`src/alu_exec_cfg.svh`:
```
// Offsets, field positions, reset values and counts for the execute stage.
`ifndef ALU_EXEC_CFG_SVH
`define ALU_EXEC_CFG_SVH

// Memory-mapped special registers in the file space.
`define ADDR_PC_LOW     8'h02
`define ADDR_FLAGS      8'h03
`define ADDR_PTR        8'h04

// Operand field decode.
`define FSEL_INDIRECT   5'h00
`define FSEL_BANKED_MIN 5'h10
`define NULL_ADDR       8'h00
`define BANK_MSB        7
`define BANK_LSB        5
`define OPC_MSB         11
`define OPC_LSB         5
`define LIT_OPC_LSB     8

// Flag positions in flags_and_page.
`define FLAG_C          0
`define FLAG_DC         1
`define FLAG_Z          2
`define FLAG_PD         3
`define FLAG_TO         4
`define PAGE_MSB        7
`define PAGE_LSB        5

// Reset values.
`define FLAGS_RESET     8'h18
`define ACC_RESET       8'h00
`define PTR_RESET       8'h00
`define PC_RESET        8'h00

// Whole-word encodings and constants.
`define OPC_CLR_WDT     12'h004
`define ONES_MASK       8'hff

// Last count of the instruction-rate divider: divide by one or by four.
`define DIV_TURBO_LAST  2'h0
`define DIV_COMPAT_LAST 2'h3

`endif

```
`src/alu_exec_pkg.sv`:
```
// Types shared by the execute stage: opcodes and sequencer states.
package alu_exec_pkg;

   // Upper seven bits of the file-register instructions.
   typedef enum logic [6:0] {
      OP_AND_FW   = 7'h0b,
      OP_AND_WF   = 7'h0a,
      OP_NOT_F    = 7'h13,
      OP_OR_FW    = 7'h09,
      OP_OR_WF    = 7'h08,
      OP_XOR_FW   = 7'h0d,
      OP_XOR_WF   = 7'h0c,
      OP_ADD_FW   = 7'h0f,
      OP_ADD_WF   = 7'h0e,
      OP_SUB_FW   = 7'h05,
      OP_DEC_F    = 7'h07,
      OP_DEC_SKZ  = 7'h17,
      OP_INC_F    = 7'h15,
      OP_INC_SKZ  = 7'h1f,
      OP_ROT_L    = 7'h1b,
      OP_ROT_R    = 7'h19,
      OP_SWAP_F   = 7'h1d
   } file_op_t;

   // Upper four bits of the literal instructions.
   typedef enum logic [3:0] {
      LIT_AND = 4'he,
      LIT_OR  = 4'hd,
      LIT_XOR = 4'hf
   } lit_op_t;

   typedef enum logic [0:0] {
      ST_RUN  = 1'b0,
      ST_SKIP = 1'b1
   } exec_state_t;

endpackage : alu_exec_pkg

```
`src/alu_step_div.sv`:
```
// Instruction-rate divider: one step per clock or one per four clocks.
`timescale 1ns/1ps
`include "alu_exec_cfg.svh"

module alu_step_div #(
   parameter int unsigned CNT_W = 2
) (
   input  wire logic clk_sys,        // System clock.
   input  wire logic rst,            // Asynchronous reset, active high.
   input  wire logic ce,             // Clock enable, freezes the divider when low.
   input  wire logic turbo_clocking, // 1 selects divide by one.
   output logic      tick_q          // One-cycle instruction step.
);

   logic [CNT_W-1:0] cnt_q;
   logic [CNT_W-1:0] cnt_d;
   logic [CNT_W-1:0] limit;
   logic             tick_d;

   always_comb begin
      limit  = turbo_clocking ? CNT_W'(`DIV_TURBO_LAST) : CNT_W'(`DIV_COMPAT_LAST);
      // Greater-or-equal lets a mode change mid-count settle without a long wrap.
      tick_d = (cnt_q >= limit);
      cnt_d  = tick_d ? '0 : cnt_q + 1'b1;
   end

   always_ff @(posedge clk_sys or posedge rst) begin
      if (rst) begin
         cnt_q  <= '0;
         tick_q <= 1'b0;
      end else if (ce) begin
         cnt_q  <= cnt_d;
         tick_q <= tick_d;
      end
   end

endmodule : alu_step_div

```
`src/alu_instruction_execute.sv`:
```
// Execute stage for the logical, arithmetic, shift and rotate instructions.
`timescale 1ns/1ps
`include "alu_exec_cfg.svh"

////////////////////////////////////////////////////////////////////////////////
// Functional notes
// - AND file with accumulator into file; zero flag updated.
// - AND accumulator with file into accumulator; zero flag updated.
// - Literal AND, OR, XOR into accumulator; zero flag updated.
// - Complement file register in place; zero flag updated.
// - OR file with accumulator into file; zero flag updated.
// - OR accumulator with file into accumulator; zero flag updated.
// - XOR file with accumulator into file; zero flag updated.
// - XOR accumulator with file into accumulator; zero flag updated.
// - Add accumulator into file, carry joins when select clear; C, DC, Z.
// - Add file into accumulator, carry joins when select clear; C, DC, Z.
// - Watchdog clear instruction clears counter, prescaler when assigned to watchdog, sets timeout and sleep flags.
// - Decrement file register in one cycle; zero flag updated.
// - Decrement file, skip next on zero result; no flags touched.
// - Increment file register in one cycle; zero flag updated.
// - Increment file, skip next on zero result; no flags touched.
// - Rotate file left or right through carry; only carry changes.
// - Swap file register nibbles in place; no flags touched.
// - Flags layout: C0, DC1, Z2, sleep3, timeout4, page 7:5.
// - Step rate is the clock, or a quarter of it, by fuse.
// - Operand field selects a register in the 00h to FFh space.
module alu_instruction_execute
   import alu_exec_pkg::*;
(
   input  wire logic        clk_sys,                  // System clock, 50 MHz.
   input  wire logic        rst,                      // Asynchronous reset, active high.
   input  wire logic        ce,                       // Clock enable, freezes all state.
   input  wire logic        turbo_clocking,           // Fuse: 1 = one step per clock.
   input  wire logic        carry_chain_select,       // Fuse: 0 = carry joins add/sub.
   input  wire logic        prescaler_on_wdt,         // Prescaler assigned to watchdog.
   input  wire logic [11:0] instr,                    // Instruction word.
   input  wire logic        instr_valid,              // Instruction word is present.
   output logic             instr_strobe_q,           // Step slot of the divider.
   output logic             instr_taken_q,            // Instruction consumed last cycle.
   output logic [7:0]       acc_q,                    // Accumulator.
   output logic [7:0]       flags_and_page_q,         // Flags and page bits.
   output logic [7:0]       indirect_pointer_q,       // Indirect pointer.
   output logic [7:0]       program_counter_low_q,    // Program counter low byte.
   output logic             skip_pending_q,           // Next instruction is skipped.
   output logic             watchdog_counter_clear_q, // Clear pulse to watchdog.
   output logic             prescaler_clear_q         // Clear pulse to prescaler.
);

   ////////////////////////////////////////////////////////////////////////////
   // Declarations.

   exec_state_t state_q;
   exec_state_t state_d;
   logic [7:0]  acc_d;
   logic [7:0]  flags_d;
   logic [7:0]  ptr_d;
   logic [7:0]  pc_d;
   logic        taken_d;
   logic        skip_d;
   logic        wdc_d;
   logic        psc_d;
   logic        step_tick;
   logic        take;
   logic [6:0]  opc;
   logic [7:0]  lit;
   logic [4:0]  fsel;
   logic [7:0]  f_addr;
   logic        f_null;
   logic [7:0]  f_val;
   logic [7:0]  add_b;
   logic        add_cin;
   logic [8:0]  sum9;
   logic [4:0]  sum5;
   logic [7:0]  res;
   logic        wr_f;
   logic        wr_w;
   logic        upd_z;
   logic        upd_arith;
   logic        upd_c;
   logic        new_c;
   logic        mem_we;
   logic [7:0]  file_mem [0:255];

   ////////////////////////////////////////////////////////////////////////////
   // Instruction rate.

   alu_step_div #(
      .CNT_W (2)
   ) u_step_div (
      .clk_sys        (clk_sys),
      .rst            (rst),
      .ce             (ce),
      .turbo_clocking (turbo_clocking),
      .tick_q         (step_tick)
   );

   assign instr_strobe_q = step_tick;
   assign take           = step_tick & instr_valid;

   ////////////////////////////////////////////////////////////////////////////
   // Operand address and read.

   always_comb begin
      opc    = instr[`OPC_MSB:`OPC_LSB];
      lit    = instr[7:0];
      fsel   = instr[4:0];
      f_null = 1'b0;
      if (fsel == `FSEL_INDIRECT) begin
         f_addr = indirect_pointer_q;
         // Pointing the pointer at itself-as-indirect reads zero and writes nothing.
         f_null = (indirect_pointer_q == `NULL_ADDR);
      end else if (fsel < `FSEL_BANKED_MIN) begin
         f_addr = {3'h0, fsel};
      end else begin
         f_addr = {indirect_pointer_q[`BANK_MSB:`BANK_LSB], fsel};
      end
      if (f_null) begin
         f_val = 8'h00;
      end else begin
         case (f_addr)
            `ADDR_PC_LOW: f_val = program_counter_low_q;
            `ADDR_FLAGS:  f_val = flags_and_page_q;
            `ADDR_PTR:    f_val = indirect_pointer_q;
            default:      f_val = file_mem[f_addr];
         endcase
      end
   end

   ////////////////////////////////////////////////////////////////////////////
   // Adder shared by add and subtract.

   always_comb begin
      add_b   = (opc == OP_SUB_FW) ? ~acc_q : acc_q;
      // Subtract is add of the complement, so its carry-in of one is the borrow-free case.
      if (carry_chain_select) begin
         add_cin = (opc == OP_SUB_FW);
      end else begin
         add_cin = flags_and_page_q[`FLAG_C];
      end
      sum9 = {1'b0, f_val} + {1'b0, add_b} + {8'h00, add_cin};
      sum5 = {1'b0, f_val[3:0]} + {1'b0, add_b[3:0]} + {4'h0, add_cin};
   end

   ////////////////////////////////////////////////////////////////////////////
   // Execute.

   always_comb begin
      acc_d     = acc_q;
      flags_d   = flags_and_page_q;
      ptr_d     = indirect_pointer_q;
      pc_d      = program_counter_low_q;
      state_d   = state_q;
      taken_d   = 1'b0;
      wdc_d     = 1'b0;
      psc_d     = 1'b0;
      mem_we    = 1'b0;
      res       = 8'h00;
      wr_f      = 1'b0;
      wr_w      = 1'b0;
      upd_z     = 1'b0;
      upd_arith = 1'b0;
      upd_c     = 1'b0;
      new_c     = 1'b0;
      if (take) begin
         taken_d = 1'b1;
         pc_d    = program_counter_low_q + 8'h01;
         case (state_q)
            ST_SKIP: begin
               state_d = ST_RUN;
            end
            ST_RUN: begin
               if (instr == `OPC_CLR_WDT) begin
                  wdc_d             = 1'b1;
                  psc_d             = prescaler_on_wdt;
                  flags_d[`FLAG_TO] = 1'b1;
                  flags_d[`FLAG_PD] = 1'b1;
               end else if (instr[`OPC_MSB:`LIT_OPC_LSB] == LIT_AND) begin
                  res   = acc_q & lit;
                  wr_w  = 1'b1;
                  upd_z = 1'b1;
               end else if (instr[`OPC_MSB:`LIT_OPC_LSB] == LIT_OR) begin
                  res   = acc_q | lit;
                  wr_w  = 1'b1;
                  upd_z = 1'b1;
               end else if (instr[`OPC_MSB:`LIT_OPC_LSB] == LIT_XOR) begin
                  res   = acc_q ^ lit;
                  wr_w  = 1'b1;
                  upd_z = 1'b1;
               end else begin
                  case (opc)
                     OP_AND_FW: begin
                        res = f_val & acc_q;
                        {wr_f, upd_z} = 2'h3;
                     end
                     OP_AND_WF: begin
                        res = acc_q & f_val;
                        {wr_w, upd_z} = 2'h3;
                     end
                     OP_NOT_F: begin
                        res = f_val ^ `ONES_MASK;
                        {wr_f, upd_z} = 2'h3;
                     end
                     OP_OR_FW: begin
                        res = f_val | acc_q;
                        {wr_f, upd_z} = 2'h3;
                     end
                     OP_OR_WF: begin
                        res = acc_q | f_val;
                        {wr_w, upd_z} = 2'h3;
                     end
                     OP_XOR_FW: begin
                        res = f_val ^ acc_q;
                        {wr_f, upd_z} = 2'h3;
                     end
                     OP_XOR_WF: begin
                        res = acc_q ^ f_val;
                        {wr_w, upd_z} = 2'h3;
                     end
                     OP_ADD_FW, OP_SUB_FW: begin
                        res = sum9[7:0];
                        {wr_f, upd_arith} = 2'h3;
                     end
                     OP_ADD_WF: begin
                        res = sum9[7:0];
                        {wr_w, upd_arith} = 2'h3;
                     end
                     OP_DEC_F: begin
                        res = f_val - 8'h01;
                        {wr_f, upd_z} = 2'h3;
                     end
                     OP_INC_F: begin
                        res = f_val + 8'h01;
                        {wr_f, upd_z} = 2'h3;
                     end
                     OP_DEC_SKZ, OP_INC_SKZ: begin
                        res  = (opc == OP_DEC_SKZ) ? f_val - 8'h01 : f_val + 8'h01;
                        wr_f = 1'b1;
                        if (res == 8'h00) begin
                           state_d = ST_SKIP;
                        end
                     end
                     OP_ROT_L: begin
                        res   = {f_val[6:0], flags_and_page_q[`FLAG_C]};
                        new_c = f_val[7];
                        {wr_f, upd_c} = 2'h3;
                     end
                     OP_ROT_R: begin
                        res   = {flags_and_page_q[`FLAG_C], f_val[7:1]};
                        new_c = f_val[0];
                        {wr_f, upd_c} = 2'h3;
                     end
                     OP_SWAP_F: begin
                        res  = {f_val[3:0], f_val[7:4]};
                        wr_f = 1'b1;
                     end
                     default: begin
                        res = 8'h00;
                     end
                  endcase
               end
               if (wr_w) begin
                  acc_d = res;
               end
               // A result aimed at a special register lands there; the flag update
               // below still wins on the bits it owns.
               if (wr_f && !f_null) begin
                  case (f_addr)
                     `ADDR_PC_LOW: pc_d  = res;
                     `ADDR_PTR:    ptr_d = res;
                     `ADDR_FLAGS: begin
                        // Timeout and sleep flags are not writable by data.
                        flags_d = {res[`PAGE_MSB:`PAGE_LSB],
                                   flags_and_page_q[`FLAG_TO:`FLAG_PD],
                                   res[`FLAG_Z:`FLAG_C]};
                     end
                     default:      mem_we = 1'b1;
                  endcase
               end
               if (upd_z || upd_arith) begin
                  flags_d[`FLAG_Z] = (res == 8'h00);
               end
               if (upd_arith) begin
                  flags_d[`FLAG_C]  = sum9[8];
                  flags_d[`FLAG_DC] = sum5[4];
               end
               if (upd_c) begin
                  flags_d[`FLAG_C] = new_c;
               end
            end
            default: begin
               state_d = ST_RUN;
            end
         endcase
      end
      skip_d = (state_d == ST_SKIP);
   end

   ////////////////////////////////////////////////////////////////////////////
   // State registers.

   always_ff @(posedge clk_sys or posedge rst) begin
      if (rst) begin
         state_q                  <= ST_RUN;
         acc_q                    <= `ACC_RESET;
         flags_and_page_q         <= `FLAGS_RESET;
         indirect_pointer_q       <= `PTR_RESET;
         program_counter_low_q    <= `PC_RESET;
         instr_taken_q            <= 1'b0;
         skip_pending_q           <= 1'b0;
         watchdog_counter_clear_q <= 1'b0;
         prescaler_clear_q        <= 1'b0;
      end else if (ce) begin
         state_q                  <= state_d;
         acc_q                    <= acc_d;
         flags_and_page_q         <= flags_d;
         indirect_pointer_q       <= ptr_d;
         program_counter_low_q    <= pc_d;
         instr_taken_q            <= taken_d;
         skip_pending_q           <= skip_d;
         watchdog_counter_clear_q <= wdc_d;
         prescaler_clear_q        <= psc_d;
      end
   end

   // General file registers carry no reset, as on a RAM.
   always_ff @(posedge clk_sys) begin
      if (ce && mem_we) begin
         file_mem[f_addr] <= res;
      end
   end

endmodule : alu_instruction_execute

```
`config.mk`:
```
export PLATFORM = sky130hd
export DESIGN_NAME = alu_instruction_execute
export DESIGN_NICKNAME = d
export VERILOG_FILES = /design/src/alu_exec_pkg.sv /design/src/alu_step_div.sv /design/src/alu_instruction_execute.sv
export VERILOG_INCLUDE_DIRS = /design/src
export SDC_FILE = /design/constraint.sdc
export NUM_CORES = 2
export LEC_CHECK = 0
export BUFFER_PORTS_ARGS = -buffer_cell sky130_fd_sc_hd__buf_2
export CELL_PAD_IN_SITES_DETAIL_PLACEMENT = 1
export CELL_PAD_IN_SITES_GLOBAL_PLACEMENT = 2
export CORE_ASPECT_RATIO = 1.75
export CORE_UTILIZATION = 42
export CTS_CLUSTER_DIAMETER = 60
export CTS_CLUSTER_SIZE = 30
export DETAILED_ROUTE_END_ITERATION = 8
export PLACE_DENSITY = 0.76
export SYNTH_ARGS = -nofsm -noshare
export SYNTH_HDL_FRONTEND = slang
export SYNTH_SLANG_ARGS = --single-unit
```
`constraint.sdc`:
```
create_clock -name clk_sys -period 10.8 [get_ports clk_sys]
set_input_delay 3.24 -clock clk_sys [delete_from_list [all_inputs] [get_ports clk_sys]]
set_output_delay 3.24 -clock clk_sys [all_outputs]
set_load 0.1 [all_outputs]
```
; ---- After elaboration in Yosys (flattened, before gate mapping)
; Memories as Yosys holds them, arrays and structs flattened.
; Cells that the tools add are included.
[totals]
mem_count = 1
ram_bits = 2048
wordCells = 180
output_inout_bits = 37
register_bits = 39
[mem_list]
columns = memory, words, word_bits, read_ports, rd_clocked_by_memory_dff, write_ports, line_no
row1 = file_mem, 256, 8, 1, 0, 1, alu_instruction_execute.sv:82  ; logic [7:0] file_mem [0:255];
[op_classes]
reduce_logical = 32
n_addsub = 8
mux = 88
n_bitwise = 10
n_lt_le_gt_ge = 2
eq_ne = 25
[op_table]
columns = op, count
row1 = $mux 8, 16
row2 = $pmux 8 s11, 1
row3 = $mux 1, 62
row4 = $eq 7x4->1 const B, 8
row5 = $eq 7x5->1 const B, 7
row6 = $reduce_and 5->1, 5
row7 = $logic_not 8->1, 3
row8 = $pmux 8 s3, 1
row9 = $add 8x1->8 const B, 2
row10 = $and 8x8->8, 2
row11 = $eq 8x2->1 const B, 2
row12 = $not 8->8, 2
row13 = $or 8x8->8, 2
row14 = $xor 8x8->8, 2
row15 = $eq 7x3->1 const B, 2
row16 = $reduce_or 13->1, 1
row17 = $eq 12x3->1 const B, 1
row18 = $eq 4x4->1 const B, 3
row19 = $mux 5, 2
row20 = $reduce_or 2->1, 5
row21 = $add 8x8->9, 1
row22 = $add 9x1->9, 1
row23 = $reduce_or 9->1, 1
row24 = $eq 8x3->1 const B, 1
row25 = other kinds (21), 32

; ---- Logic depth before layout (Yosys ltp)
[logic_depth]
word_depth = 19
depth_mapped = 29
mapped_depth_nobuf = 21

; ---- Modules after synthesis
; From an unflattened synthesis, not the netlist that was laid out.
[hier_totals]
cells_unflattened = 5448
area_unflattened_um2 = 86191.4
[modules_own_cells]
columns = module, seq_area_each_um2, area_per_inst_um2, cells_per_inst, n_inst
row1 = alu_instruction_execute, 62402.3, 85997.5, 5430, 1
row2 = alu_step_div, 75.1, 193.9, 18, 1

; ---- Least setup slack after synthesis
; No wires, ideal clock.
[synth_timing]
kind = input port to flip-flop
startpoint = input port instr[3]
endpoint = memory file_mem[0][6], data pin
cell_stages = 24
setup_time_ps = 1393
setup_slack_ps = -3960
arrival_ps = 13367
cell_sequence = buf_4 -> or3_4 -> o21ai_4 -> buf_6 -> buf_2 -> buf_4 -> nand2_1 -> nand3_1 -> a21oi_1 -> a2111oi_0 -> o2111ai_1 -> or3b_2 -> a211o_1 -> buf_2 -> inv_1 -> ha_1 -> mux2_2 -> a32oi_1 -> o311ai_0 -> a221o_1 -> a21oi_1 -> o221ai_1 -> o21ai_1 -> nor2_1
[synth_between]
elab_chain_cells = 17
word_cells_on_any_way = 30
cone_classes = add/sub (4) / order compare (1) / eq/ne (4) / mux (15) / bitwise (4) / reduce/logical (1) / memory (1)
[synth_lines]
columns = item, line_no
row1 = start: declaration, alu_instruction_execute.sv:36  ; input wire logic [11:0] instr,
row2 = $lt 5x5->1 (no source line), --
row3 = $mux 8, alu_instruction_execute.sv:112  ; end else if (fsel < `FSEL_BANKED_MIN) begin
row4 = $mux 8, alu_instruction_execute.sv:108  ; if (fsel == `FSEL_INDIRECT) begin
row5 = $mem_v2 256x8 (tied with other cells), --
row6 = $pmux 8 s3, alu_instruction_execute.sv:120  ; case (f_addr)
row7 = $mux 8, alu_instruction_execute.sv:117  ; if (f_null) begin
row8 = $add 8x8->9 (tied with other cells), alu_instruction_execute.sv:140  ; sum9 = {1'b0, f_val} + {1'b0, add_b} + {8'h00, add_cin};
row9 = $add 9x1->9 or $mux 8 (tied branches), "alu_instruction_execute.sv:140, alu_instruction_execute.sv:236"
row10 = [... 2 more ...], --
row11 = $mux 8, alu_instruction_execute.sv:181  ; end else if (instr[`OPC_MSB:`LIT_OPC_LSB] == LIT_OR) begin
row12 = $mux 8, alu_instruction_execute.sv:177  ; end else if (instr[`OPC_MSB:`LIT_OPC_LSB] == LIT_AND) begin
row13 = $mux 8 *, alu_instruction_execute.sv:172  ; if (instr == `OPC_CLR_WDT) begin
row14 = $mux 8 *, alu_instruction_execute.sv:167  ; case (state_q)
row15 = $mux 8 *, alu_instruction_execute.sv:164  ; if (take) begin
row16 = $mux 8 *, alu_instruction_execute.sv:167
row17 = $mux 8 *, alu_instruction_execute.sv:164
row18 = via res[6], alu_instruction_execute.sv:74  ; logic [7:0] res;
row19 = end: declaration, alu_instruction_execute.sv:82
; The timed path passes the listed nets; every way through them passes the cells marked *. The select of a mux whose other input is x is not followed.

; ---- Worst setup path in the final report
[layout_timing]
startpoint = input port instr[2]
endpoint = memory file_mem[167][6], data pin
; Same word-level chain as after synthesis.

==> summary by stage <==
Floorplanning
The floorplan step defined a core boundary enclosing just over 0.2 mm^2. The floorplan die area is around 0.21 mm^2. Measured along the y axis, the die boundary spans roughly 600 um. The width of the die is 346 um. The number of rows in the core area is 220. During I/O placement, the number of pins put on the boundary was 56. The initial cell density of the core is 0.424.

Synthesis
The share of the Yosys chip area taken by registers is 0.718. The cell count after synthesis came out at 6,004. Of the post-synthesis cell area, the dominant cell type holds 0.707. The biggest area contributor in the post-synthesis netlist is sky130_fd_sc_hd__edfxtp_1. In this run, synthesis inferred 2,048 flip-flops with an integrated enable. The distinct cell type count after synthesis is 103. The post-synthesis sequential element count is 2,087. In this run the cell area of the synthesized design comes to 0.0870 mm^2. Among all flip-flop cells after synthesis, the most frequent one is sky130_fd_sc_hd__edfxtp_1. After synthesis, the cell types taking the most area are sky130_fd_sc_hd__edfxtp_1, sky130_fd_sc_hd__nand2_1, sky130_fd_sc_hd__mux4_2. Each instance of the synthesized netlist takes up on average 14.5 um^2. The leading cell type by number of instances after synthesis is sky130_fd_sc_hd__edfxtp_1.

The async set-reset flop share out of synthesis is 0.0187. By count the netlist is led by sky130_fd_sc_hd__edfxtp_1, sky130_fd_sc_hd__nand2_1, sky130_fd_sc_hd__nor2_1. For this run, the number of Yosys warnings is 0.

Critical path
The startpoint identified for the worst register-to-register timing path is indirect_pointer_q[5]. The signal arrival time at the worst endpoint is 11.42 ns. The type of element capturing the critical path is a register.

The startpoint class of the critical path is an input pin. Data on the critical path is required at its endpoint by 11.38 ns. The critical-path maximum fanout is between 50 and 60. The beginning of the critical path is instr[2].

The capture point of the worst reg-to-reg path is file_mem[167][6]. The setup check on the worst reg-to-reg path leaves a slack of 2.40 ns. The kind of critical path is input pin to register. For the worst flop-to-flop path, the logic depth is 22. In this run the worst setup path terminates at file_mem[167][6].

Drt
In this run the remaining antenna-violating nets after routing total 0. After the first detailed-routing iteration, the DRC count stood at around 7.5k. The routed wire length is 383,000 um. The average wire length per cell after detail routing is 41.7 um.

The number of vias per cell is 6.52. The first detailed-routing pass took 6 iterations. The number of DRC violations after detailed routing is 0. The number of vias after detailed routing is 59.8k.

Cells and area
Of the cells placed in the final design, the portion with a size suffix greater than 1 is 0.165. The final design area excluding fillers is 0.0984 mm^2. The relative area change from synthesis to final layout is 13.2%.

For this run, the share of the core covered by cells in the final layout is 0.479. Across the whole layout, storage elements account for 0.0625 mm^2. The layout has approximately 20k filler cells. For this run, the post-layout net count is 6,463. In the final layout, the multi-input gates occupy 0.0227 mm^2.

Clock network
The clock tree from TritonCTS is done. The longest clock path from root to sink contains 3 buffers. In this run, post-CTS repair resized a total of 0 instances. Clock tree synthesis inserted a total of around 110 buffers. The maximum level of the CTS H-tree is 3. The clock-pin slew on the worst setup and hold paths is about 0.1 ns. Hold repair after CTS inserted 0 buffers. The buffers inserted during post-CTS setup optimization is 0. The later-pin clock latency in the skew report is 0.83 ns. Clock tree synthesis found a total of 2,087 sinks.

The buffer type at the clock tree root is sky130_fd_sc_hd__clkbuf_16.

Timing
Derived from the worst setup path, the maximum achievable clock frequency is between 90 and 100 MHz. The number of pins with negative max-slew slack in the final report was 21. The number of failing hold endpoints at the final stage came to 0. The post-route clock period utilization is 1.00. The headroom to the max-slew limit is -0.0236. The worst clock skew is around 0.063 ns. Setup repair after global routing left no endpoint under its margin. The worst path setup slack after routing is -0.0420 ns. Setup violations remaining at the end of the flow were counted as 37.

The worst hold slack is 0.488 ns. At the pin with the least slew margin, the transition time is about 1.5 ns. The smallest clock period supported by the final layout is computed as approximately 11 ns.

Global route
The initial antenna violation count is 50. For this run, the total global-route usage over all layers was measured as 0.364. The pin count of the biggest net entering global routing is 86. The number of global-route vias before repair is 59.6k. The overall overflow remaining after global route is 0.

The first-pass GRT wire length is 514,000 um.

Power
The leakage component of the power is 33.4 nW. The worst IR drop on VDD is 0.143 mV. Summing internal, switching and leakage power gives about 0.016 W. Power spread over the standard cell area amounts to ~160 mW/mm^2.

Placement
In this run the tool buffered the top-level ports with 55 buffer cells. The total cell area at the placement stage is 0.0945 mm^2. Before CTS, the worst setup slack after placement is -0.500 ns. The final HPWL from detailed placement is 273,000 um. At the end of routability-driven placement, the weighted congestion stood at 1.06.

Run status
The final reports fail on max-capacitance violations, max-slew violations, negative setup slack. The flow ran to the end, but the final reports show violations.

Min path
The tightest min-delay check is of the register to register type.

Job
The count of maximum capacitance violations is 3.
## critical path: stages
cell	delay [ns]
sky130_fd_sc_hd__buf_2	0.20
sky130_fd_sc_hd__buf_4	0.22
sky130_fd_sc_hd__nor3_2	0.27
sky130_fd_sc_hd__buf_4	0.25
sky130_fd_sc_hd__a41o_1	0.64
sky130_fd_sc_hd__and2_1	0.77
sky130_fd_sc_hd__buf_4	0.27
sky130_fd_sc_hd__nand2_1	0.43
sky130_fd_sc_hd__o22ai_1	0.83
sky130_fd_sc_hd__o31ai_1	0.20
sky130_fd_sc_hd__buf_4	0.20
sky130_fd_sc_hd__nand3_1	0.20
sky130_fd_sc_hd__buf_4	0.16
sky130_fd_sc_hd__and2_1	0.28
sky130_fd_sc_hd__buf_4	0.22
sky130_fd_sc_hd__ha_1	0.18
sky130_fd_sc_hd__o211ai_1	0.09
sky130_fd_sc_hd__buf_4	0.18
sky130_fd_sc_hd__nor4_1	0.40
sky130_fd_sc_hd__xnor2_1	0.18
sky130_fd_sc_hd__o221ai_1	0.26
sky130_fd_sc_hd__o21ai_1	0.22
sky130_fd_sc_hd__buf_12	0.19
sky130_fd_sc_hd__nor2_4	0.81
sky130_fd_sc_hd__buf_12	0.33
## sequential cells by signal, summed over array words and instances (netlist names)
signal	flops
instr_taken_q	1
u_step_div.cnt_q	2
u_step_div.tick_q	1
watchdog_counter_clear_q	1
state_q	1
flags_and_page_q	8
acc_q	8
indirect_pointer_q	8
program_counter_low_q	8
prescaler_clear_q	1
file_mem	2048
## layout make-up
class	instances	area share
Multi-Input combinational cell	3513	0.230
Timing Repair Buffer	651	0.0601
Tap cell	2664	0.0339
Sequential cell	2087	0.635
Clock inverter	83	0.0117
Clock buffer	109	0.0271
Antenna cell	32	0.000814
Inverter	40	0.00155
## power by group
part / internal, W / switching, W / leakage, nW
Sequential: 0.00900 / 0.0000703 / 19.5
Combinational: 0.000581 / 0.00149 / 12.0
Clock: 0.00212 / 0.00295 / 1.84
Total: 0.0117 / 0.00451 / 33.4
## through the flow
step | cells | setup TNS [ns]
after global placement | 8954 | -140.08
final | 9179 | -0.753
after CTS | 9146 | 0
after floorplan | 6035 | -292.71
after detailed placement | 8954 | -263.99
after global routing | 9155 | 0
## layer usage
| layer | GRT usage | wire length, um |
|---|---|---|
| met5 | 0 | 179 |
| met4 | 0.364 | 45900 |
| met3 | 0.0725 | 31500 |
| met2 | 0.591 | 182000 |
| met1 | 0.392 | 123000 |
## placed cells by master, fill, tap and decap left out, drive strengths merged, types with 33 or more instances in the layout
cell type  Yosys  routed
a21oi        201     201
a221oi       143     143
a22oi         46      46
a31oi        135     135
and3          64      64
buf          240     651
clkbuf       155     109
dfrtp         37      37
edfxtp      2048    2048
ha            43      43
inv           39      81
mux2i        227     227
mux4         127     127
nand2       1021    1021
nand3        253     253
nand4         35      35
nor2         382     382
nor2b        132     132
nor3          44      44
nor4          33      33
o21ai         94      94
o22ai         75      75
## worst min path at each step
| stage | startpoint | endpoint | slack [ns] | cells after the start |
|---|---|---|---|---|
| floorplan | u_step_div.cnt_q[1] | u_step_div.cnt_q[1] | 0.45 | 1 |
| global placement | instr_taken_q | instr_taken_q | 0.46 | 1 |
| detailed placement | instr_taken_q | instr_taken_q | 0.47 | 1 |
| CTS | instr_taken_q | instr_taken_q | 0.50 | 1 |
| global route | instr_taken_q | instr_taken_q | 0.51 | 1 |
| finish | instr_taken_q | instr_taken_q | 0.49 | 1 |
## cell families after synthesis
group,share of synthesized area
mux,0.0613
buf+inv,0.0262
fa+ha+maj,0.00678
flops,0.718
compound gates,0.0810
xor+xnor,0.00201
simple gates,0.104
other cells,0.0000431
Note: power is estimated with default switching activity, not from simulation.
